`config.mk`:
```
export PLATFORM = sky130hd
export DESIGN_NAME = pms_mode_status
export DESIGN_NICKNAME = d
export VERILOG_FILES = /design/src/logic/pms_pkg.sv /design/src/logic/pms_mode_status.sv
export SDC_FILE = /design/constraint.sdc
export NUM_CORES = 1
export LEC_CHECK = 0
export BUFFER_PORTS_ARGS = -buffer_cell sky130_fd_sc_hd__buf_2
export CAP_MARGIN = 25
export CORE_MARGIN = 5
export CORE_UTILIZATION = 40
export DETAILED_ROUTE_END_ITERATION = 12
export GPL_ROUTABILITY_DRIVEN = 0
export GPL_TIMING_DRIVEN = 1
export PLACE_DENSITY_LB_ADDON = 0.3
export SETUP_SLACK_MARGIN = 0.1
export SYNTH_ARGS = -nofsm -noshare
export SYNTH_HDL_FRONTEND = slang
export SYNTH_SLANG_ARGS = --single-unit
export TNS_END_PERCENT = 5
```
`constraint.sdc`:
```
create_clock -name i_sys_clk -period 4.35 [get_ports i_sys_clk]
set_clock_uncertainty 0.05 [all_clocks]
set_input_delay 0.2175 -clock i_sys_clk [delete_from_list [all_inputs] [get_ports i_sys_clk]]
set_output_delay 0.2175 -clock i_sys_clk [all_outputs]
set_load 0.005 [all_outputs]
```
`src/logic/pms_pkg.sv`:
```
// package: offsets, field positions, reset values and carriers of the mode status block
package pms_pkg;
    // apb byte offsets
    localparam logic [11:0] PMS_OFS_MODE_STATUS = 12'h000;
    localparam logic [11:0] PMS_OFS_VECTOR_INFO = 12'h004;
    localparam logic [11:0] PMS_OFS_EXT_ADDRESS = 12'h008;
    // processor_mode_status field positions
    localparam int PMS_PTR_MSB   = 15;
    localparam int PMS_PTR_LSB   = 7;
    localparam int PMS_ROM_SEL   = 6;
    localparam int PMS_RAM_OVL   = 5;
    localparam int PMS_ADDR_VIS  = 4;
    localparam int PMS_DATA_ROM  = 3;
    localparam int PMS_CLK_DIS   = 2;
    localparam int PMS_MUL_SAT   = 1;
    localparam int PMS_STORE_SAT = 0;
    // widths and reset values
    localparam int PMS_PTR_W     = 9;
    localparam int PMS_OFS_W     = 7;
    localparam int PMS_VNUM_W    = 5;
    localparam int PMS_SLOT_LOG2 = 2;
    localparam logic [8:0]  PMS_PTR_RESET    = 9'h1FF;
    localparam logic [6:0]  PMS_LOW_RESET    = 7'h00;
    localparam logic [15:0] PMS_RESET_VECTOR = 16'hFF80;
    localparam logic [15:0] PMS_PAGE0_LAST   = 16'h007F;

    typedef struct packed {
        logic                  valid;
        logic                  hw_reset;
        logic [PMS_VNUM_W-1:0] number;
    } pms_vector_req_s;

    typedef struct packed {
        logic rom_in_program;
        logic ram_overlay;
        logic data_space_rom_map;
        logic multiply_saturate;
        logic store_saturate;
    } pms_mode_s;
endpackage : pms_pkg

```
`src/logic/pms_mode_status.sv`:
```
// processor mode status register, vector address generation and related pin control
// Overview of operation
// - on reset, interrupt or trap, program counter loads the vector address.
// - each vector slot spans four program words.
// - after device reset all vectors sit in page starting at FF80h.
// - non-reset vectors taken after a pointer write come from the new 128-word page.
// - hardware reset sets pointer to all ones; reset vector always in page FF80h, slot from vector number.
// - pointer is read/write bits 15 down to 7, reset value 1FFh.
// - the software reset instruction leaves the pointer unchanged.
// - rom select bit 6: 0 puts on-chip rom in program space, 1 removes.
// - rom select captures strap at reset only; software may change it.
// - ram overlay bit 5 maps ram into program space except 0h to 7Fh.
// - with address visibility clear, external address holds last driven address.
// - with address visibility set, internal program address drives external pins.
// - data rom bit 3 maps on-chip rom into data space when set.
// - clock output disable bit 2 holds clock output pin high.
// - multiply saturate applies only with overflow and fractional mode set.
// - store saturate bit 0 enables saturation of stored accumulator data.
module pms_mode_status (
    // clock, reset, enable
    input  wire logic                    i_sys_clk,
    input  wire logic                    i_rstn,
    input  wire logic                    i_ce,
    // apb slave
    input  wire logic                    i_psel,
    input  wire logic                    i_penable,
    input  wire logic                    i_pwrite,
    input  wire logic [11:0]             i_paddr,
    input  wire logic [31:0]             i_pwdata,
    output logic                         o_pready,
    output logic [31:0]                  o_prdata,
    output logic                         o_pslverr,
    // strap and core sequencing
    input  wire logic                    i_rom_select_strap,
    input  wire pms_pkg::pms_vector_req_s i_vector_req,
    input  wire logic                    i_soft_reset,
    input  wire logic                    i_overflow_mode,
    input  wire logic                    i_fractional_mode,
    // program address and external bus
    input  wire logic [15:0]             i_prog_addr,
    input  wire logic                    i_ext_access,
    input  wire logic [15:0]             i_ext_addr,
    // to core
    output logic                         o_pc_load,
    output logic [15:0]                  o_program_counter,
    output pms_pkg::pms_mode_s           o_mode,
    output logic                         o_ram_overlay_hit,
    // pins
    output logic [15:0]                  o_ext_address,
    output logic                         o_clock_output_pin
);
    import pms_pkg::*;

    // reset release
    logic        rst_meta_n;
    logic        rst_n;

    always_ff @(posedge i_sys_clk or negedge i_rstn) begin
        if (!i_rstn) begin
            rst_meta_n <= 1'b0;
            rst_n      <= 1'b0;
        end else if (i_ce) begin
            rst_meta_n <= 1'b1;
            rst_n      <= rst_meta_n;
        end
    end

    // register state
    logic [PMS_PTR_W-1:0] vector_page_pointer;
    logic                 rom_select;
    logic                 ram_overlay;
    logic                 address_visibility;
    logic                 data_space_rom_map;
    logic                 clock_output_disable;
    logic                 multiply_saturate;
    logic                 store_saturate;
    logic                 strap_pending;
    logic [15:0]          last_vector;

    // apb decode
    wire        setup_phase = i_psel && !i_penable;
    wire        wr_commit   = i_psel && i_penable && o_pready && i_pwrite;
    wire        hit_mode    = (i_paddr == PMS_OFS_MODE_STATUS);
    wire        hit_vinfo   = (i_paddr == PMS_OFS_VECTOR_INFO);
    wire        hit_ext     = (i_paddr == PMS_OFS_EXT_ADDRESS);
    wire        mapped      = hit_mode || hit_vinfo || hit_ext;
    wire        wr_mode     = wr_commit && hit_mode;

    wire [15:0] mode_word = {vector_page_pointer, rom_select, ram_overlay,
                             address_visibility, data_space_rom_map,
                             clock_output_disable, multiply_saturate,
                             store_saturate};

    wire [31:0] read_mux = hit_mode  ? {16'h0000, mode_word} :
                           hit_vinfo ? {16'h0000, last_vector} :
                           hit_ext   ? {16'h0000, o_ext_address} :
                                       32'h0000_0000;

    // vector address formation
    function automatic logic [15:0] vector_address(input logic [PMS_PTR_W-1:0]  page,
                                                   input logic [PMS_VNUM_W-1:0] num);
        vector_address = {page, num, {PMS_SLOT_LOG2{1'b0}}};
    endfunction : vector_address

    wire [PMS_PTR_W-1:0] vec_page   = i_vector_req.hw_reset ? PMS_PTR_RESET
                                                            : vector_page_pointer;
    wire [15:0]          next_vector = vector_address(vec_page, i_vector_req.number);

    // apb slave: one wait-free access phase, registered response
    always_ff @(posedge i_sys_clk or negedge rst_n) begin
        if (!rst_n) begin
            o_pready  <= 1'b0;
            o_prdata  <= 32'h0000_0000;
            o_pslverr <= 1'b0;
        end else if (i_ce) begin
            o_pready  <= setup_phase;
            o_prdata  <= setup_phase && !i_pwrite ? read_mux : 32'h0000_0000;
            o_pslverr <= setup_phase && !mapped;
        end
    end

    // vector page pointer: only hardware reset and software touch it
    always_ff @(posedge i_sys_clk or negedge rst_n) begin
        if (!rst_n) begin
            vector_page_pointer <= PMS_PTR_RESET;
        end else if (i_ce && wr_mode) begin
            vector_page_pointer <= i_pwdata[PMS_PTR_MSB:PMS_PTR_LSB];
        end
    end

    // rom select: strap captured once after reset release, then software owned
    always_ff @(posedge i_sys_clk or negedge rst_n) begin
        if (!rst_n) begin
            strap_pending <= 1'b1;
            rom_select    <= 1'b0;
        end else if (i_ce) begin
            strap_pending <= 1'b0;
            if (strap_pending) begin
                rom_select <= i_rom_select_strap;
            end else if (wr_mode) begin
                rom_select <= i_pwdata[PMS_ROM_SEL];
            end
        end
    end

    // remaining mode bits: writable, restored by the reset instruction
    always_ff @(posedge i_sys_clk or negedge rst_n) begin
        if (!rst_n) begin
            {ram_overlay, address_visibility, data_space_rom_map, clock_output_disable,
             multiply_saturate, store_saturate} <= PMS_LOW_RESET[5:0];
        end else if (i_ce) begin
            if (wr_mode) begin
                ram_overlay          <= i_pwdata[PMS_RAM_OVL];
                address_visibility   <= i_pwdata[PMS_ADDR_VIS];
                data_space_rom_map   <= i_pwdata[PMS_DATA_ROM];
                clock_output_disable <= i_pwdata[PMS_CLK_DIS];
                multiply_saturate    <= i_pwdata[PMS_MUL_SAT];
                store_saturate       <= i_pwdata[PMS_STORE_SAT];
            end else if (i_soft_reset) begin
                {ram_overlay, address_visibility, data_space_rom_map, clock_output_disable,
                 multiply_saturate, store_saturate} <= PMS_LOW_RESET[5:0];
            end
        end
    end

    // program counter load on vector take
    always_ff @(posedge i_sys_clk or negedge rst_n) begin
        if (!rst_n) begin
            o_pc_load         <= 1'b0;
            o_program_counter <= PMS_RESET_VECTOR;
            last_vector       <= PMS_RESET_VECTOR;
        end else if (i_ce) begin
            o_pc_load <= i_vector_req.valid;
            if (i_vector_req.valid) begin
                o_program_counter <= next_vector;
                last_vector       <= next_vector;
            end
        end
    end

    // mode outputs to the memory decoders and datapath
    always_ff @(posedge i_sys_clk or negedge rst_n) begin
        if (!rst_n) begin
            o_mode            <= '0;
            o_ram_overlay_hit <= 1'b0;
        end else if (i_ce) begin
            o_mode.rom_in_program     <= !rom_select;
            o_mode.ram_overlay        <= ram_overlay;
            o_mode.data_space_rom_map <= data_space_rom_map;
            o_mode.multiply_saturate  <= multiply_saturate && i_overflow_mode
                                         && i_fractional_mode;
            o_mode.store_saturate     <= store_saturate;
            o_ram_overlay_hit         <= ram_overlay && (i_prog_addr > PMS_PAGE0_LAST);
        end
    end

    // external address pins
    always_ff @(posedge i_sys_clk or negedge rst_n) begin
        if (!rst_n) begin
            o_ext_address <= 16'h0000;
        end else if (i_ce) begin
            if (address_visibility) begin
                o_ext_address <= i_prog_addr;
            end else if (i_ext_access) begin
                o_ext_address <= i_ext_addr;
            end
        end
    end

    // clock output pin, half the system clock rate
    always_ff @(posedge i_sys_clk or negedge rst_n) begin
        if (!rst_n) begin
            o_clock_output_pin <= 1'b0;
        end else if (i_ce) begin
            o_clock_output_pin <= clock_output_disable ? 1'b1 : !o_clock_output_pin;
        end
    end
endmodule : pms_mode_status

```
# After elaboration in Yosys (flattened, before gate mapping)
# Index checks and enable logic that the tools add are counted.
# totals
reg_bits,91
latch_bits,0
ram_bits,0
rom_bits,0
input_bits,94
out_inout_bits,74
wordCells,70
n_memories,0
# op_classes
addsub,0
mul,0
div_mod_pow,0
magnitude_cmp,1
n_eq_ne,2
n_shift,0
mux,17
bitwise_logic,0
n_reduce_logical,26
# op_table
operator,n
16-bit 2-to-1 mux,6
"16-bit by 7-bit greater-than comparator with 1-bit output, second input constant",1
"12-bit by 3-bit equality test with 1-bit output, second input constant",1
"12-bit by 4-bit equality test with 1-bit output, second input constant",1
12-bit zero test,1
1-bit logical AND,11
1-bit 2-to-1 mux,10
9-bit 2-to-1 mux,1
2-bit AND reduction,4
2-bit nonzero test,3
1-bit zero test,5
1-bit logical OR,2

# Depth between registers and ports, before layout
# logic_depth
ltp_word,6
mapped_depth,6
depth_no_buf,4

# Worst setup path after synthesis
# Ideal clock, no wire load.
# synth_timing
kind,flip-flop to flip-flop
from,reg rst_n (netlist name)
to,reg rst_n
setup_ns,0.077
arrival_time_ns,2.229
required_ns,4.223
path_slack_ns,1.994
stages_incl_launch_ff,2
path_buffers,0
synth_period_minus_slack_ns,2.356
path_cell_list,dfrtp_1 -> mux2_2
# synth_rtl
item,line,source
"end signal, assigned",pms_mode_status.sv:64,rst_n <= rst_meta_n;
"end, declared",pms_mode_status.sv:56,logic rst_n;

# Final worst setup path
# layout_timing
from,reg address_visibility
to,reg o_ext_address[7]
# layout_via
elab_chain_len,2
elab_cells_between_ends,3
classes_between,mux: 1; reduce/logical: 2
# layout_rtl
item,line,source
"start, declared",pms_mode_status.sv:72,logic address_visibility;
"start signal, assigned",pms_mode_status.sv:154,address_visibility <= i_pwdata[PMS_ADDR_VIS];
2-bit nonzero test (no source line),--,
2-bit AND reduction (no source line),--,
"end signal, assigned",pms_mode_status.sv:203,o_ext_address <= i_prog_addr;
"end signal, assigned",pms_mode_status.sv:205,o_ext_address <= i_ext_addr;
"end, declared",pms_mode_status.sv:49,"output logic [15:0] o_ext_address,"
# Several ways; a longest one is shown, not always the timed one.
# A chain may end at the register's enable or synchronous reset.

==> metrics.csv <==
stage;metric;value;unit
placed_design;IO Port Bufs;133;
run;max_cap viols;0;
worst_setup_path;crit path capture type;register;
yosys;Distinct cells, synth;37;
cts;CTS Buf Count;9;
drt;drt wl/cell;15.7;um
global_route;GRT Util Overall;0.168;
floorplan;Rows;35;
power_and_ir_drop;LEAKAGE;2.20;nW
cts;Post-CTS Resized;0;
cts;CTS tree;built;
finish;Final Net Count;572;
timing;hold_ws;0.0412;ns
cts;H-tree depth;3;
cts;Clock Path Buffers;2;
timing;Final setup viols;0;
timing;pin slew with the least headroom to its limit;0.988;ns
worst_setup_path;worst path cell trace;o21ai_2 > o21ai_0;
floorplan;I/O pins;168;
cts;clock tree root buffer cell;clkbuf_8;
floorplan;Die Ht;106;um
yosys;cell taking the most area after synthesis;dfrtp_1;
drt;DR iter-0 viols;80;
yosys;share of the synthesized area in the top cell type;0.382;
floorplan;width of the die;106;um
worst_setup_path;R2R cell count;2;
timing;max_slew headroom;0.341;
global_route;largest net degree at the start of global routing;75;
drt;DR vias/cell;4.78;
timing;achievable frequency;0.461;GHz
yosys;#FFs+latches synth;75;
worst_setup_path;worst setup path category;reg -> reg;
yosys;Avg Synthesized Cell Area;10.4;um2
timing;final worst-path cycle share;0.499;
yosys;Mapped Area;3670;um2
floorplan;die area;11200;um2
global_route;vias in the first global route;2893;
finish;fin util;0.503;
worst_setup_path;CP Launch Type;register;
timing;RSZ-0062 raised after global routing;no;
drt;vias;2839;
worst_setup_path;top cell family by delay on the critical path;compound AO/OA/AOI/OAI gates;
cts;CTS Sinks;75;
drt;router iterations before antenna repair;4;
yosys;YS warnings;0;
worst_setup_path;largest stage delay on the critical path;0.95;ns
min_path;Hold Path Class;in -> reg;
timing;crit path time final;2.17;ns
drt;Residual DRC;0;
global_route;first-pass GRT wire length;14900;um
timing;setup TNS;0;ns
yosys;Mapped Cells;354;
finish;Antenna Cells;0;
power_and_ir_drop;Peak VDD IR;0.000173;V
yosys;Seq/Total Area, Yosys;0.518;
global_route;initial antenna violation count;0;
timing;Hold Fails Final Rpt;0;
run_status;status;completed;
placed_design;DP HPWL;6910;um
min_path;Worst Hold Depth;3;
finish;area delta synth->final;24.9;%
yosys;ranking of synthesized cells by area;dfrtp_1, dfstp_2, mux2i_1;
worst_setup_path;Worst Path Arrival;2.29;ns
cts;Reg clk slew, reported paths;0.09;ns
timing;fin. max-slew vios;0;
cts;worst skew pair latency;0.34;ns
worst_setup_path;Worst path depth;2;
global_route;grt total ovfl;0;
floorplan;Starting Density;0.403;
finish;fraction of layout cells with a size suffix above 1;0.402;
worst_setup_path;worst path required time;4.47;ns
drt;Post-Route WL;9310;um
worst_setup_path;worst-path fanout max;32;
floorplan;Std-Cell Core Area;9110;um2
worst_setup_path;Buf+Inv Stages, Crit Path;0;
drt;number of antenna-violating nets in the routed design;0;
power_and_ir_drop;P per Cell Area;354;nW/um2
worst_setup_path;worst-path cell with the longest stage delay;o21ai_2;
==> kinds of logic after synthesis <==
kind of cell    Yosys count  synth area share
mux                      43             0.126
simple gates             75             0.119
other cells               1           0.00102
compound gates           79             0.125
buf+inv                  81             0.111
flops                    75             0.518
==> placed cells by master (no fill, tap or decap), types with 2 or more instances in the layout <==
master     count
clkbuf_8      10
buf_2        133
o21ai_0       33
nand2_1       27
nand3_1        3
mux2i_1       25
dfrtp_1       55
conb_1        18
nor2b_1       15
nor4_4         3
a21oi_1       24
inv_6          2
dfstp_2       19
nor2_1         6
o221ai_1      14
mux2_4         3
nor3_1        11
inv_1         42
bufinv_16      3
mux2_2        15
o22ai_1        3
==> metrics by stage <==
stage	total power, mW	instances	instance area (um2)	setup WS (ns)
2_1_floorplan	0.880	371	3740	1.99
3_3_place_gp	0.970	576	4300	2.21
3_5_place_dp	0.975	576	4300	2.17
4_1_cts	1.64	593	4560	2.16
5_1_grt	1.70	594	4590	1.94
6_report	1.62	594	4590	2.18
==> flip-flops by register name, indices dropped and copies added, names as in the netlist, 5 cells and up <==
| register | flops |
|---|---|
| o_mode | 5 |
| vector_page_pointer | 9 |
| o_prdata | 16 |
| last_vector | 14 |
| o_ext_address | 16 |
==> layout make-up <==
| cell class | count | area [um2] |
|---|---|---|
| clock buffers | 11 | 141 |
| clock inverters | 5 | 108 |
| inverters | 42 | 158 |
| multi-input cells | 215 | 1430 |
| flip-flops and latches | 75 | 1900 |
| well taps | 111 | 139 |
| fillers | 867 | 4520 |
| repair buffers | 135 | 703 |
==> cell usage after synthesis (all sizes together) <==
master / count
conb: 1
and3b: 1
a21oi: 24
o21a: 1
clkbuf: 10
or2: 1
dfrtp: 56
dfstp: 19
o221ai: 14
nand4: 1
a2111oi: 1
nand2: 27
mux2i: 25
nor2b: 15
o21ai: 35
nand3b: 1
and3: 1
nand2b: 1
inv: 42
nor3: 11
a211oi: 1
nor4: 4
buf: 29
and4: 1
nor2: 7
nand3: 4
o22ai: 3
mux2: 18
==> where the power goes <==
| group | switching, mW | internal, mW | leakage, nW |
|---|---|---|---|
| registers | 0.0289 | 0.745 | 0.907 |
| clock network | 0.262 | 0.402 | 0.125 |
| logic | 0.0977 | 0.0885 | 1.17 |
==> repair_timing <==
action / 4_1_cts / 5_1_grt
setup endpoints to repair: 0 / 0
hold endpoints to repair: 2 / 0
hold buffers: 1 / 0
setup buffers: 0 / 0
==> worst register-to-register path, cell delays in order, from the launching register on <==
cell and delay (ns):
dfrtp_1 0.74, o21ai_2 0.95, o21ai_0 0.26
==> final timing paths <==
kind                                                start                                  to  slack (ns)
hold / removal                                i_pwdata[1]       multiply_saturate$_DFFE_PN0P_        0.04
max in group asynchronous               rst_n$_DFFE_PN0P_  vector_page_pointer[0]$_DFFE_PN1P_        3.59
min in group asynchronous               rst_n$_DFFE_PN0P_               o_pslverr$_DFFE_PN0P_        0.07
setup / recovery           address_visibility$_DFFE_PN0P_        o_ext_address[7]$_DFFE_PN0P_        2.18
setup reg to reg           address_visibility$_DFFE_PN0P_        o_ext_address[7]$_DFFE_PN0P_        2.18
hold reg to reg                         rst_n$_DFFE_PN0P_               o_pslverr$_DFFE_PN0P_        0.07
==> layer usage <==
layer  vias to the layer above  global-route usage  part of all wire
met5                         -                   0                 0
met4                         0              0.0694             0.022
met3                        14              0.0429             0.063
met2                        97               0.259              0.47
met1                      1322               0.224              0.45
li1                       1406                   -                 -
Power figures use the tool's default switching activity.
